## src/rtl/cs_decode_pkg.sv

```systemverilog
// Constants for the chip select decode block: register map, fields, timing.
// Assumes a 32-bit APB slave, 50 MHz clock, four chip selects.
//
// What this block does
// Five-bit window size: 256 bytes doubling to 16M; other codes reserved.
// Compare address bits from window size upward to bit 23; 16M compares none.
// Region extends upward from base by the window size.
// Base register bits 15:4 hold address bits 23:12 of region start.
// Mode 00 disabled, 01 static, 10 multiplexed static, 11 DRAM.
// DRAM mode only accepted on chip select three.
// Second control register layout depends on interface mode.
// Static modes insert 0 to 7 wait cycles as coded.
// Init-complete flag set at init end, held while DRAM mode stays on.
// Self-refresh bit one sends self-refresh; zero leaves it.
// DRAM access mode 00 normal, 01 load mode register, others reserved.
// Reserved bits of control and base registers read as zero.
// After startup delay: precharge all, auto-refresh, load mode, then done.
// Select only when enabled and compared address bits match base.
package cs_decode_pkg;
  localparam int num_cs = 4;
  localparam int dram_cs = 3;
  // Per chip select register indices, four per chip select
  localparam logic [7:0] off_size_mode = 8'h00;
  localparam logic [7:0] off_ctrl_b = 8'h01;
  localparam logic [7:0] off_base = 8'h02;
  localparam logic [7:0] cs_stride = 8'h04;
  localparam logic [7:0] cs_first = 8'h10;
  // Block-wide registers
  localparam logic [7:0] off_irq_status = 8'h20;
  localparam logic [7:0] off_irq_mask = 8'h21;
  localparam logic [7:0] off_startup_delay = 8'h22;
  // Field positions
  localparam int mode_lsb = 0;
  localparam int size_lsb = 2;
  localparam int wait_lsb = 0;
  localparam int access_lsb = 0;
  localparam int self_refresh_bit = 2;
  localparam int init_done_bit = 7;
  localparam int base_lsb = 4;
  localparam logic [4:0] size_max = 5'h10;
  localparam logic [7:0] size_mode_mask = 8'h7f;
  localparam logic [7:0] wait_mask = 8'h07;
  localparam logic [7:0] dram_wr_mask = 8'h07;
  localparam logic [15:0] base_mask = 16'hfff0;
  localparam logic [13:0] startup_delay_rst = 14'h0000;
  localparam logic [7:0] reg_rst = 8'h00;
  localparam logic [15:0] base_rst = 16'h0000;
  // Doubled peripheral clock equals the block clock here
  localparam int clk_mhz = 50;
  localparam int dram_cmd_ns = 20;
  localparam int dram_cmd_cycles =
    (dram_cmd_ns * clk_mhz + 999) / 1000;
  typedef enum logic [1:0] {
    mode_disabled, mode_static, mode_multiplexed_static, mode_dram
  } cs_mode_t;
  typedef enum logic [2:0] {
    dram_none, dram_precharge, dram_refresh, dram_load_mode, dram_self_refresh,
    dram_exit_self_refresh
  } dram_cmd_t;
endpackage

```

## src/rtl/cs_decode.sv

```systemverilog
// Chip select configuration, address decode and DRAM init sequencing.
// Assumes an APB master on clock and a CPU access strobe on the same clock.
`timescale 1ns/100ps
`default_nettype none
module cs_decode (
  input wire logic clock,
  input wire logic rst,
  input wire logic psel,
  input wire logic penable,
  input wire logic pwrite,
  input wire logic [11:0] paddr,
  input wire logic [31:0] pwdata,
  output logic [31:0] prdata,
  output logic pready,
  output logic pslverr,
  input wire logic access_req,
  input wire logic [23:0] access_addr,
  output logic [3:0] cs_select,
  output logic access_ready,
  output logic load_mode_access,
  output logic [2:0] dram_cmd,
  output logic irq
);
  localparam logic [2:0] wait_zero = 3'h0;

  logic [7:0] size_mode_reg [4];
  logic [7:0] ctrl_b_reg [4];
  logic [15:0] base_reg [4];
  logic [13:0] delay_reg;
  logic [1:0] status_reg;
  logic [1:0] mask_reg;
  logic init_done_reg;
  logic [13:0] delay_cnt_reg;
  logic [2:0] wait_cnt_reg;
  logic waiting_reg, rd_valid_reg;
  logic [2:0] dram_cmd_reg;
  logic self_ref_active_reg;
  logic [3:0] hits;
  logic wr_en, rd_en, addr_ok;
  logic [9:0] word;
  logic [7:0] rd_byte;
  logic [15:0] rd_half;
  logic dram_on;
  logic done_event, select_event;
  cs_decode_pkg::dram_cmd_t step_reg;

  // ------------------------------------------------------------
  // Address decode
  // ------------------------------------------------------------
  function automatic logic [1:0] mode_of(input logic [7:0] v);
    mode_of = v[cs_decode_pkg::mode_lsb +: 2];
  endfunction

  genvar gi;
  generate
    for (gi = 0; gi < 4; gi++) begin : g_match
      cs_window_match u_match (
        .addr(access_addr),
        .base(base_reg[gi]),
        .size(size_mode_reg[gi][cs_decode_pkg::size_lsb +: 5]),
        .mode(mode_of(size_mode_reg[gi])),
        .hit(hits[gi])
      );
    end
  endgenerate

  assign dram_on = mode_of(size_mode_reg[3]) == 2'b11;

  // ------------------------------------------------------------
  // APB slave
  // ------------------------------------------------------------
  assign word = paddr[11:2];
  assign wr_en = psel && penable && pwrite;
  assign rd_en = psel && penable && !pwrite;
  // Reads take one wait state so registered prdata stands at the pready edge
  assign pready = pwrite || rd_valid_reg;

  always_comb begin
    addr_ok = 1'b1;
    rd_byte = 8'h00;
    rd_half = 16'h0000;
    if (word[9:4] == 6'h01) begin
      if (word[1:0] == cs_decode_pkg::off_size_mode[1:0]) begin
        rd_byte = size_mode_reg[word[3:2]] & cs_decode_pkg::size_mode_mask;
      end else if (word[1:0] == cs_decode_pkg::off_ctrl_b[1:0]) begin
        if (word[3:2] == 2'd3 && dram_on) begin
          rd_byte = {init_done_reg, 4'h0, ctrl_b_reg[3][2:0]};
        end else begin
          rd_byte = ctrl_b_reg[word[3:2]] & cs_decode_pkg::wait_mask;
        end
      end else if (word[1:0] == cs_decode_pkg::off_base[1:0]) begin
        rd_half = base_reg[word[3:2]] & cs_decode_pkg::base_mask;
      end else begin
        addr_ok = 1'b0;
      end
    end else if (word == 10'(cs_decode_pkg::off_irq_status)) begin
      rd_byte = {6'h00, status_reg};
    end else if (word == 10'(cs_decode_pkg::off_irq_mask)) begin
      rd_byte = {6'h00, mask_reg};
    end else if (word == 10'(cs_decode_pkg::off_startup_delay)) begin
      rd_half = {2'b00, delay_reg};
    end else begin
      addr_ok = 1'b0;
    end
  end

  assign pslverr = psel && penable && pready && !addr_ok;

  always_ff @(posedge clock) begin
    if (rst) begin
      prdata <= 32'h00000000;
      rd_valid_reg <= 1'b0;
    end else begin
      rd_valid_reg <= rd_en && !rd_valid_reg;
      if (rd_en && !rd_valid_reg) begin
        prdata <= {16'h0000, rd_half | {8'h00, rd_byte}};
      end
    end
  end

  // ------------------------------------------------------------
  // Configuration registers
  // ------------------------------------------------------------
  always_ff @(posedge clock) begin
    if (rst) begin
      for (int i = 0; i < 4; i++) begin
        size_mode_reg[i] <= cs_decode_pkg::reg_rst;
        ctrl_b_reg[i] <= cs_decode_pkg::reg_rst;
        base_reg[i] <= cs_decode_pkg::base_rst;
      end
      delay_reg <= cs_decode_pkg::startup_delay_rst;
      mask_reg <= 2'b00;
    end else if (wr_en && addr_ok) begin
      if (word[9:4] == 6'h01) begin
        if (word[1:0] == cs_decode_pkg::off_size_mode[1:0]) begin
          size_mode_reg[word[3:2]] <= pwdata[7:0] & cs_decode_pkg::size_mode_mask;
          if (word[3:2] != 2'd3 && pwdata[1:0] == 2'b11) begin
            // Keep previous mode, DRAM refused here
            size_mode_reg[word[3:2]][1:0] <= size_mode_reg[word[3:2]][1:0];
          end
        end else if (word[1:0] == cs_decode_pkg::off_ctrl_b[1:0]) begin
          ctrl_b_reg[word[3:2]] <= pwdata[7:0] & cs_decode_pkg::dram_wr_mask;
        end else if (word[1:0] == cs_decode_pkg::off_base[1:0]) begin
          base_reg[word[3:2]] <= pwdata[15:0] & cs_decode_pkg::base_mask;
        end
      end else if (word == 10'(cs_decode_pkg::off_irq_mask)) begin
        mask_reg <= pwdata[1:0];
      end else if (word == 10'(cs_decode_pkg::off_startup_delay)) begin
        delay_reg <= pwdata[13:0];
      end
    end
  end

  // ------------------------------------------------------------
  // DRAM init sequence and self-refresh
  // ------------------------------------------------------------
  always_ff @(posedge clock) begin
    if (rst || !dram_on) begin
      step_reg <= cs_decode_pkg::dram_none;
      delay_cnt_reg <= 14'h0000;
      init_done_reg <= 1'b0;
      dram_cmd_reg <= 3'(cs_decode_pkg::dram_none);
      self_ref_active_reg <= 1'b0;
    end else begin
      dram_cmd_reg <= 3'(cs_decode_pkg::dram_none);
      case (step_reg)
        cs_decode_pkg::dram_none: begin
          if (!init_done_reg) begin
            if (delay_cnt_reg >= delay_reg) begin
              step_reg <= cs_decode_pkg::dram_precharge;
            end else begin
              delay_cnt_reg <= delay_cnt_reg + 14'h0001;
            end
          end else if (ctrl_b_reg[3][2] != self_ref_active_reg) begin
            self_ref_active_reg <= ctrl_b_reg[3][2];
            dram_cmd_reg <= ctrl_b_reg[3][2] ?
              3'(cs_decode_pkg::dram_self_refresh) :
              3'(cs_decode_pkg::dram_exit_self_refresh);
          end
        end
        cs_decode_pkg::dram_precharge: begin
          dram_cmd_reg <= 3'(cs_decode_pkg::dram_precharge);
          step_reg <= cs_decode_pkg::dram_refresh;
        end
        cs_decode_pkg::dram_refresh: begin
          dram_cmd_reg <= 3'(cs_decode_pkg::dram_refresh);
          step_reg <= cs_decode_pkg::dram_load_mode;
        end
        default: begin
          dram_cmd_reg <= 3'(cs_decode_pkg::dram_load_mode);
          init_done_reg <= 1'b1;
          step_reg <= cs_decode_pkg::dram_none;
        end
      endcase
    end
  end

  assign dram_cmd = dram_cmd_reg;

  // ------------------------------------------------------------
  // Access timing with wait states
  // ------------------------------------------------------------
  always_ff @(posedge clock) begin
    if (rst) begin
      wait_cnt_reg <= wait_zero;
      waiting_reg <= 1'b0;
      cs_select <= 4'h0;
      load_mode_access <= 1'b0;
    end else begin
      load_mode_access <= 1'b0;
      if (!waiting_reg && access_req) begin
        cs_select <= hits;
        waiting_reg <= 1'b1;
        wait_cnt_reg <= wait_zero;
        load_mode_access <= hits[3] && dram_on &&
          ctrl_b_reg[3][1:0] == 2'b01;
      end else if (waiting_reg) begin
        if (access_ready) begin
          waiting_reg <= 1'b0;
          cs_select <= 4'h0;
        end else begin
          wait_cnt_reg <= wait_cnt_reg + 3'h1;
        end
      end
    end
  end

  always_comb begin
    access_ready = 1'b0;
    if (waiting_reg) begin
      access_ready = 1'b1;
      for (int i = 0; i < 3; i++) begin
        if (cs_select[i] && wait_cnt_reg < ctrl_b_reg[i][2:0]) begin
          access_ready = 1'b0;
        end
      end
      if (cs_select[3] && !dram_on &&
          wait_cnt_reg < ctrl_b_reg[3][2:0]) begin
        access_ready = 1'b0;
      end
    end
  end

  // ------------------------------------------------------------
  // Interrupts: bit0 init done, bit1 access selected
  // ------------------------------------------------------------
  assign done_event = (step_reg == cs_decode_pkg::dram_load_mode) && dram_on;
  assign select_event = !waiting_reg && access_req && (hits != 4'h0);

  always_ff @(posedge clock) begin
    if (rst) begin
      status_reg <= 2'b00;
    end else begin
      if (wr_en && word == 10'(cs_decode_pkg::off_irq_status)) begin
        status_reg <= (status_reg & ~pwdata[1:0]) |
          {select_event, done_event};
      end else begin
        status_reg <= status_reg | {select_event, done_event};
      end
    end
  end

  assign irq = |(status_reg & mask_reg);

  // ------------------------------------------------------------
  // Checks
  // ------------------------------------------------------------
  property p_non_dram_mode;
    @(posedge clock) disable iff (rst)
      mode_of(size_mode_reg[0]) != 2'b11;
  endproperty
  a_non_dram_mode: assert property (p_non_dram_mode)
    else $error("chip select zero in DRAM mode");

  property p_done_order;
    @(posedge clock) disable iff (rst)
      $rose(init_done_reg) |-> $past(dram_cmd_reg) ==
        3'(cs_decode_pkg::dram_refresh);
  endproperty
  a_done_order: assert property (p_done_order)
    else $error("init done without refresh before load");

  property p_done_drop;
    @(posedge clock) disable iff (rst)
      !dram_on |=> !init_done_reg;
  endproperty
  a_done_drop: assert property (p_done_drop)
    else $error("init flag kept outside DRAM mode");

  property p_disabled_no_hit;
    @(posedge clock) disable iff (rst)
      mode_of(size_mode_reg[1]) == 2'b00 |-> !hits[1];
  endproperty
  a_disabled_no_hit: assert property (p_disabled_no_hit)
    else $error("disabled chip select hit");

  property p_wait_states;
    @(posedge clock) disable iff (rst)
      access_req && !waiting_reg && hits == 4'h1 &&
        ctrl_b_reg[0][2:0] == 3'h2 |=> !access_ready [*2] ##1 access_ready;
  endproperty
  a_wait_states: assert property (p_wait_states)
    else $error("wrong wait count");

  property p_base_res;
    @(posedge clock) disable iff (rst)
      base_reg[2][3:0] == 4'h0;
  endproperty
  a_base_res: assert property (p_base_res)
    else $error("base reserved bits set");

  property p_full_window;
    @(posedge clock) disable iff (rst)
      size_mode_reg[3][6:2] == 5'h10 && mode_of(size_mode_reg[3]) != 2'b00
        |-> hits[3];
  endproperty
  a_full_window: assert property (p_full_window)
    else $error("16M window missed");

  property p_self_ref;
    @(posedge clock) disable iff (rst)
      init_done_reg && dram_on && step_reg == cs_decode_pkg::dram_none &&
        $rose(ctrl_b_reg[3][2]) |=> dram_cmd_reg ==
        3'(cs_decode_pkg::dram_self_refresh);
  endproperty
  a_self_ref: assert property (p_self_ref)
    else $error("no self refresh command");
endmodule
`default_nettype wire

```

## src/rtl/cs_window_match.sv

```systemverilog
// One chip select address comparator.
// Assumes registered configuration on the same clock.
`timescale 1ns/100ps
`default_nettype none
module cs_window_match (
  input wire logic [23:0] addr,
  input wire logic [15:0] base,
  input wire logic [4:0] size,
  input wire logic [1:0] mode,
  output logic hit
);
  logic [23:0] cmp_mask;
  always_comb begin
    // Window of 256 bytes shifted up by the size code
    cmp_mask = 24'hffffff << (5'd8 + size);
    if (size >= cs_decode_pkg::size_max) begin
      cmp_mask = 24'h000000;
    end
    hit = (mode != 2'b00) &&
      (((addr ^ {base[15:4], 12'h000}) & cmp_mask) == 24'h000000);
  end
endmodule
`default_nettype wire

```

## config.mk

```make
export PLATFORM = sky130hd
export DESIGN_NAME = cs_decode
export DESIGN_NICKNAME = d
export VERILOG_FILES = /design/src/rtl/cs_decode_pkg.sv /design/src/rtl/cs_decode.sv /design/src/rtl/cs_window_match.sv
export SDC_FILE = /design/constraint.sdc
export NUM_CORES = 1
export LEC_CHECK = 0
export ABC_CLOCK_PERIOD_IN_PS = 3500
export BUFFER_PORTS_ARGS = -buffer_cell sky130_fd_sc_hd__buf_4
export CORE_MARGIN = 5
export CORE_UTILIZATION = 59
export CTS_CLUSTER_DIAMETER = 50
export CTS_CLUSTER_SIZE = 10
export DETAILED_ROUTE_END_ITERATION = 10
export PLACE_DENSITY_LB_ADDON = 0.1
export SKIP_CTS_REPAIR_TIMING = 1
export SYNTH_ARGS = -nofsm -noshare
export SYNTH_HDL_FRONTEND = slang
export SYNTH_SLANG_ARGS = --single-unit
```

## constraint.sdc

```tcl
create_clock -name clock -period 3.5 [get_ports clock]
set_clock_uncertainty 0.2 [all_clocks]
set_input_delay 0.7 -clock clock [delete_from_list [all_inputs] [get_ports clock]]
set_output_delay 0.7 -clock clock [all_outputs]
set_load 0.1 [all_outputs]
```

* Word level (Yosys, flattened, before mapping)
Memory sizes are Yosys's and may differ from the RTL's.
Index checks and enable logic that the tools add are counted.
** Word-level totals
- Memory bits (writable) :: 88
- Input port bits :: 74
- ROM bits :: 0
- Word-level logic and storage cells :: 210
- Memories kept :: 3
- Output and inout bits :: 44
- Register bits after elaboration :: 66
- Bits in latches :: 0
** Memories
- base_reg :: depth 4, bits a word 12, rd ports 5, clocked after memory_dff 0, write ports 4, line cs_decode.sv:28 : logic [15:0] base_reg [4];
- size_mode_reg :: depth 4, bits a word 7, rd ports 5, clocked after memory_dff 0, write ports 4, line cs_decode.sv:26 : logic [7:0] size_mode_reg [4];
- ctrl_b_reg :: depth 4, bits a word 3, rd ports 5, clocked after memory_dff 0, write ports 4, line cs_decode.sv:27 : logic [7:0] ctrl_b_reg [4];
** Cells by class
- Reduce and logical (&&, ||, !) cells :: 58
- Divide/modulo/power cells :: 0
- Mux-type cells :: 78
- Equal/unequal tests :: 17
- Bitwise operators :: 21
- Add/sub/neg operators :: 6
- $mul :: 0
- Magnitude comparators :: 9
- Shifts and indexed selects :: 4
** Operators with widths (count)
- 24-bit AND :: 4
- 24-bit zero test :: 4
- 24-bit two-way mux :: 4
- 24-bit by 5-bit left shift with 24-bit output, first input constant :: 4
- 24-bit bitwise XOR :: 4
- 16-bit two-way mux :: 4
- 1-bit two-way mux :: 43
- 14-bit two-way mux :: 3
- 8-bit two-way mux :: 4
- 10-bit by 6-bit equality test with 1-bit output, second input constant :: 3
- 1-bit logical AND :: 24
- 4-bit by 5-bit adder with 5-bit output, first input constant :: 4
- 5-bit >= comparator, second input constant :: 4
- 3-bit case mux with 3 select lines :: 2
- 2-bit two-way mux :: 8
- 16-bit by 8-bit bitwise OR with 16-bit output :: 1
- 3-bit two-way mux :: 5
- 14-bit by 1-bit adder with 14-bit output, second input constant :: 1
- 14-bit >= comparator :: 1
- 3-bit less-than comparator :: 4
- 12-bit two-way mux :: 1
- 4-bit two-way mux :: 3
- 2-bit nonzero test :: 6
- 12-bit OR reduction :: 1
- other kinds (25) :: 51

* Longest topological paths before layout
- Depth in word-level cells :: 12
- Depth in mapped cells :: 11
- Mapped depth without buffers :: 10

* Hierarchy
From an unflattened synthesis, not the netlist that was laid out.
** Second synthesis, totals
- Cell total of the unflattened synthesis :: 949
- Area, all modules :: 9351.5 um2
** Modules (own cells, without submodules)
- cs_decode :: cells each 693, times used 1, area each 7574.8 um2, seq. area each 3943.8 um2
- cs_window_match :: cells each 64, times used 4, area each 444.2 um2, seq. area each 0.0 um2

* Least setup slack after synthesis
OpenSTA, ideal clock, no wires.
- Kind :: in2out
- Start point :: input port paddr[3]
- End point :: output port pslverr
- Data arrival time :: 3.265 ns
- Data required time :: 2.600 ns
- Stages on the path :: 3
- Slack :: -0.665 ns
- Path through :: clkbuf_1 a221oi_1 nor3_1
** On the way
- Word-level cells in the longest chain between the ends :: 7
- Elaborated cells between the ends (all ways) :: 15
- Those cells by class :: 5 x eq/ne; 7 x mux; 3 x reduce/logical
** Ends and longest elaborated chain
- from (decl) :: line cs_decode.sv:11 : input wire logic [11:0] paddr,
- 10-bit by 6-bit equality test with 1-bit output / 2-bit equality test (equally long branches) :: line cs_decode.sv:100, cs_decode.sv:91
- 1-bit two-way mux, on equally long branches :: line cs_decode.sv:100, cs_decode.sv:91
- 1-bit two-way mux, on equally long branches :: line cs_decode.sv:98, cs_decode.sv:85
- 1-bit two-way mux, on equally long branches :: line cs_decode.sv:96, cs_decode.sv:83
- 1-bit two-way mux (*) :: line cs_decode.sv:82 : if (word[9:4] == 6'h01) begin
- 1-bit zero test (*) :: line cs_decode.sv:107 : assign pslverr = psel && penable && pready && !addr_ok;
- 1-bit logical AND (*) :: line cs_decode.sv:107
- to (decl) :: line cs_decode.sv:15 : output logic pslverr,
Every way passes the cells marked *; elsewhere a longest branch is shown, timed or not.

* Final worst setup path
- Start point :: register wait_cnt_reg[1]
- End point :: output port access_ready
** On the way
- Word-level cells in the longest chain between the ends :: 7
- Elaborated cells between the ends (all ways) :: 13
- Those cells by class :: 4 x order compare; 5 x mux; 4 x reduce/logical
** Ends and longest elaborated chain
- from (decl) :: line cs_decode.sv:34 : logic [2:0] wait_cnt_reg;
- from (signal assigned) :: line cs_decode.sv:205 : wait_cnt_reg <= wait_zero;
- from (signal assigned) :: line cs_decode.sv:214 : wait_cnt_reg <= wait_zero;
- from (signal assigned) :: line cs_decode.sv:222 : wait_cnt_reg <= wait_cnt_reg + 3'h1;
- 3-bit less-than comparator :: line cs_decode.sv:233 : if (cs_select[i] && wait_cnt_reg < ctrl_b_reg[i][2:0]) begin
- 1-bit logical AND :: line cs_decode.sv:233
- 1-bit two-way mux (3 in a row) :: line cs_decode.sv:233
- 1-bit two-way mux (*) :: line cs_decode.sv:237 : if (cs_select[3] && !dram_on &&
- 1-bit two-way mux (*) :: line cs_decode.sv:230 : if (waiting_reg) begin
- to (decl) :: line cs_decode.sv:19 : output logic access_ready,
Marked as above.

==> results.ini <==
[floorplan]
ios=118
die_y_microns=134.7
die_w_microns=134.7
rows=45
initial_core_util_pct=60.33
die_area_sq_mm=0.01814
core_sq_mm=0.01520

[synthesis]
synth_cells=956
netlist_area_sq_mm=0.009171
async_flop_share_pct=0
ys_seq_area_share_pct=43.00
yosys_register_bits=153
yosysWarnings=0
yosysUniqueCellTypes=69
avgSynthCellArea_sq_um=9.593
synth_edf_count=88
synthFlopType=edfxtp_1

[clock_network]
clk_pin_slew_worst_paths_ps=70
cts.htree.levels=4
clk_latency_ps=430
cts-root-buf=clkbuf_16
cts_buffers=17
cts_sinks=153
clk_path_buf_depth=2
tritoncts=yes

[min_path]
worstHoldPathType=reg -> reg

[placement]
pre_cts_slack_ps=300.0
io_buffer_count=83
place_congestion=1.030
dp.final_hpwl_microns=19120

[pwr]
peakVddDrop_uv=372.2
power.leakage_nw=4.243
p_per_area_mw_per_mm2=430.5

[worst_setup_path]
cp_slowest_cell=or4_1
end_kind=output pin
crit_path_start_kind=flop
crit_fanout=6
arrival_ps=2390
path_cells=ha_1 > a21o_1 > a21oi_1 > or4_1 > nor2_2 > buf_4
critPathKind=reg -> out
max_stage_delay_ps=570
rrSetupSlack_ps=480
critPathRequiredTime_ps=2600

[global_routing]
antenna_found_initial=0
grt_pass1_wl_microns=39720
grt_usage_pct=28.47
first_global_vias=7053
grt_max_degree=66
overflow=0

[route]
antenna_left=0
vias=7584
remaining_drc_errors=0
firstDrtPassIters=7
wire_per_inst_microns=20.80
via_per_inst=6.151
drtIter0Drc=830
totalWireLength_microns=25640

[timing]
tns_ps=0
setup_viol=0
hold_viol_final=0
setup_slack_ps=208.9
maxSlewViolCount=0
fmax_mhz=303.8
period_share_pct=94.03
worst_pin_slew_ps=707.0
max_slew_margin_pct=52.87
min_period_ps=3291
rsz0062_at_grt=false

[finish]
area_growth_pct=14.88
largest_reg_flops=48
n_antenna_cell=0
layout_commonest_cell=buf_4
layout-drive-gt1-share_pct=17.22
nets=1147
final_cell_mix=buf_4, nor2_1, edfxtp_1

[job]
max_cap_violations=0

[run_status]
status=complete, no violations

[area by class of cell]
| type | count | area [sq um] |
|---|---|---|
| multi-input cells | 700 | 4780 |
| fillers | 1219 | 4666 |
| flip-flops and latches | 153 | 3944 |
| repair buffers | 104 | 793.3 |
| clock buffers | 18 | 429.2 |
| well taps | 188 | 235.2 |
| inverters | 56 | 210.2 |
| clock inverters | 14 | 145.1 |
[layer usage]
layer	GRT usage [%]	vias to the layer above	wire length [microns]
met5	0	-	0
met4	8.654	0	594
met3	5.402	52	2151
met2	45.50	379	12140
met1	39.64	3595	10760
li1	-	3558	-
[Yosys cell counts (7+ instances only)]
| master | number | area (sq um) |
|---|---|---|
| a21oi_1 | 60 | 300.3 |
| a221oi_1 | 14 | 122.6 |
| and2_1 | 19 | 118.9 |
| and3_1 | 48 | 300.3 |
| buf_4 | 16 | 120.1 |
| clkbuf_1 | 37 | 138.9 |
| dfxtp_1 | 65 | 1301 |
| edfxtp_1 | 88 | 2643 |
| ha_1 | 41 | 513.0 |
| inv_1 | 56 | 210.2 |
| mux2i_1 | 9 | 90.09 |
| mux4_2 | 22 | 495.5 |
| nand2_1 | 80 | 300.3 |
| nand2b_1 | 22 | 137.6 |
| nand3_1 | 16 | 80.08 |
| nand4_1 | 7 | 43.79 |
| nor2_1 | 99 | 371.6 |
| nor2b_1 | 12 | 75.07 |
| nor3_1 | 22 | 110.1 |
| o21ai_0 | 38 | 190.2 |
| o21bai_1 | 12 | 90.09 |
| xnor2_1 | 25 | 219.0 |
| xor2_1 | 33 | 289.0 |
[worst paths after layout]
path,start,to,cells past startpoint
hold reg to reg,prdata[15],prdata[15],2
hold / removal,prdata[15],prdata[15],2
setup / recovery,wait_cnt_reg[1],access_ready,6
setup reg to reg,size_mode_reg[2][5],cs_select[2],9
[logic make-up after synthesis]
family | share of synthesized area [%]
simple gates | 19.63
xor+xnor | 5.539
compound gates | 13.64
other cells | 0.04089
flops | 43.00
mux | 6.753
fa+ha+maj | 5.812
buf+inv | 5.580
[power breakdown]
| group | total (W) | switching, W | internal, W | leakage, nW |
|---|---|---|---|---|
| clock | 0.00181 | 0.000755 | 0.00105 | 0.273 |
| combinational | 0.000695 | 0.000466 | 0.000229 | 2.60 |
| sequential | 0.00203 | 0.0000715 | 0.00196 | 1.37 |
| total | 0.00454 | 0.00129 | 0.00324 | 4.24 |
[through the flow]
step	total power, W	hold WS, ps	util (%)	instance area (sq um)	std cells
2_1_floorplan	0.002523	248.6	-	9235	971
6_report	0.004536	273.7	69.31	10540	1233
4_1_cts	0.004539	274.7	69.31	10540	1233
3_5_place_dp	0.002755	266.4	65.53	9962	1201
5_1_grt	0.004665	304.0	69.31	10540	1233
3_3_place_gp	0.002749	261.9	65.53	9962	1201
[worst max-delay path: cells and delay by family, from the launching register on]
family	cells	cell delay, ps
buffers and inverters	1	320
DFF	1	390
adders and majority gates	1	320
and+or+nand+nor	2	760
AOI/OAI and AO/OA	2	170
Note: power is estimated with default switching activity, not from simulation.
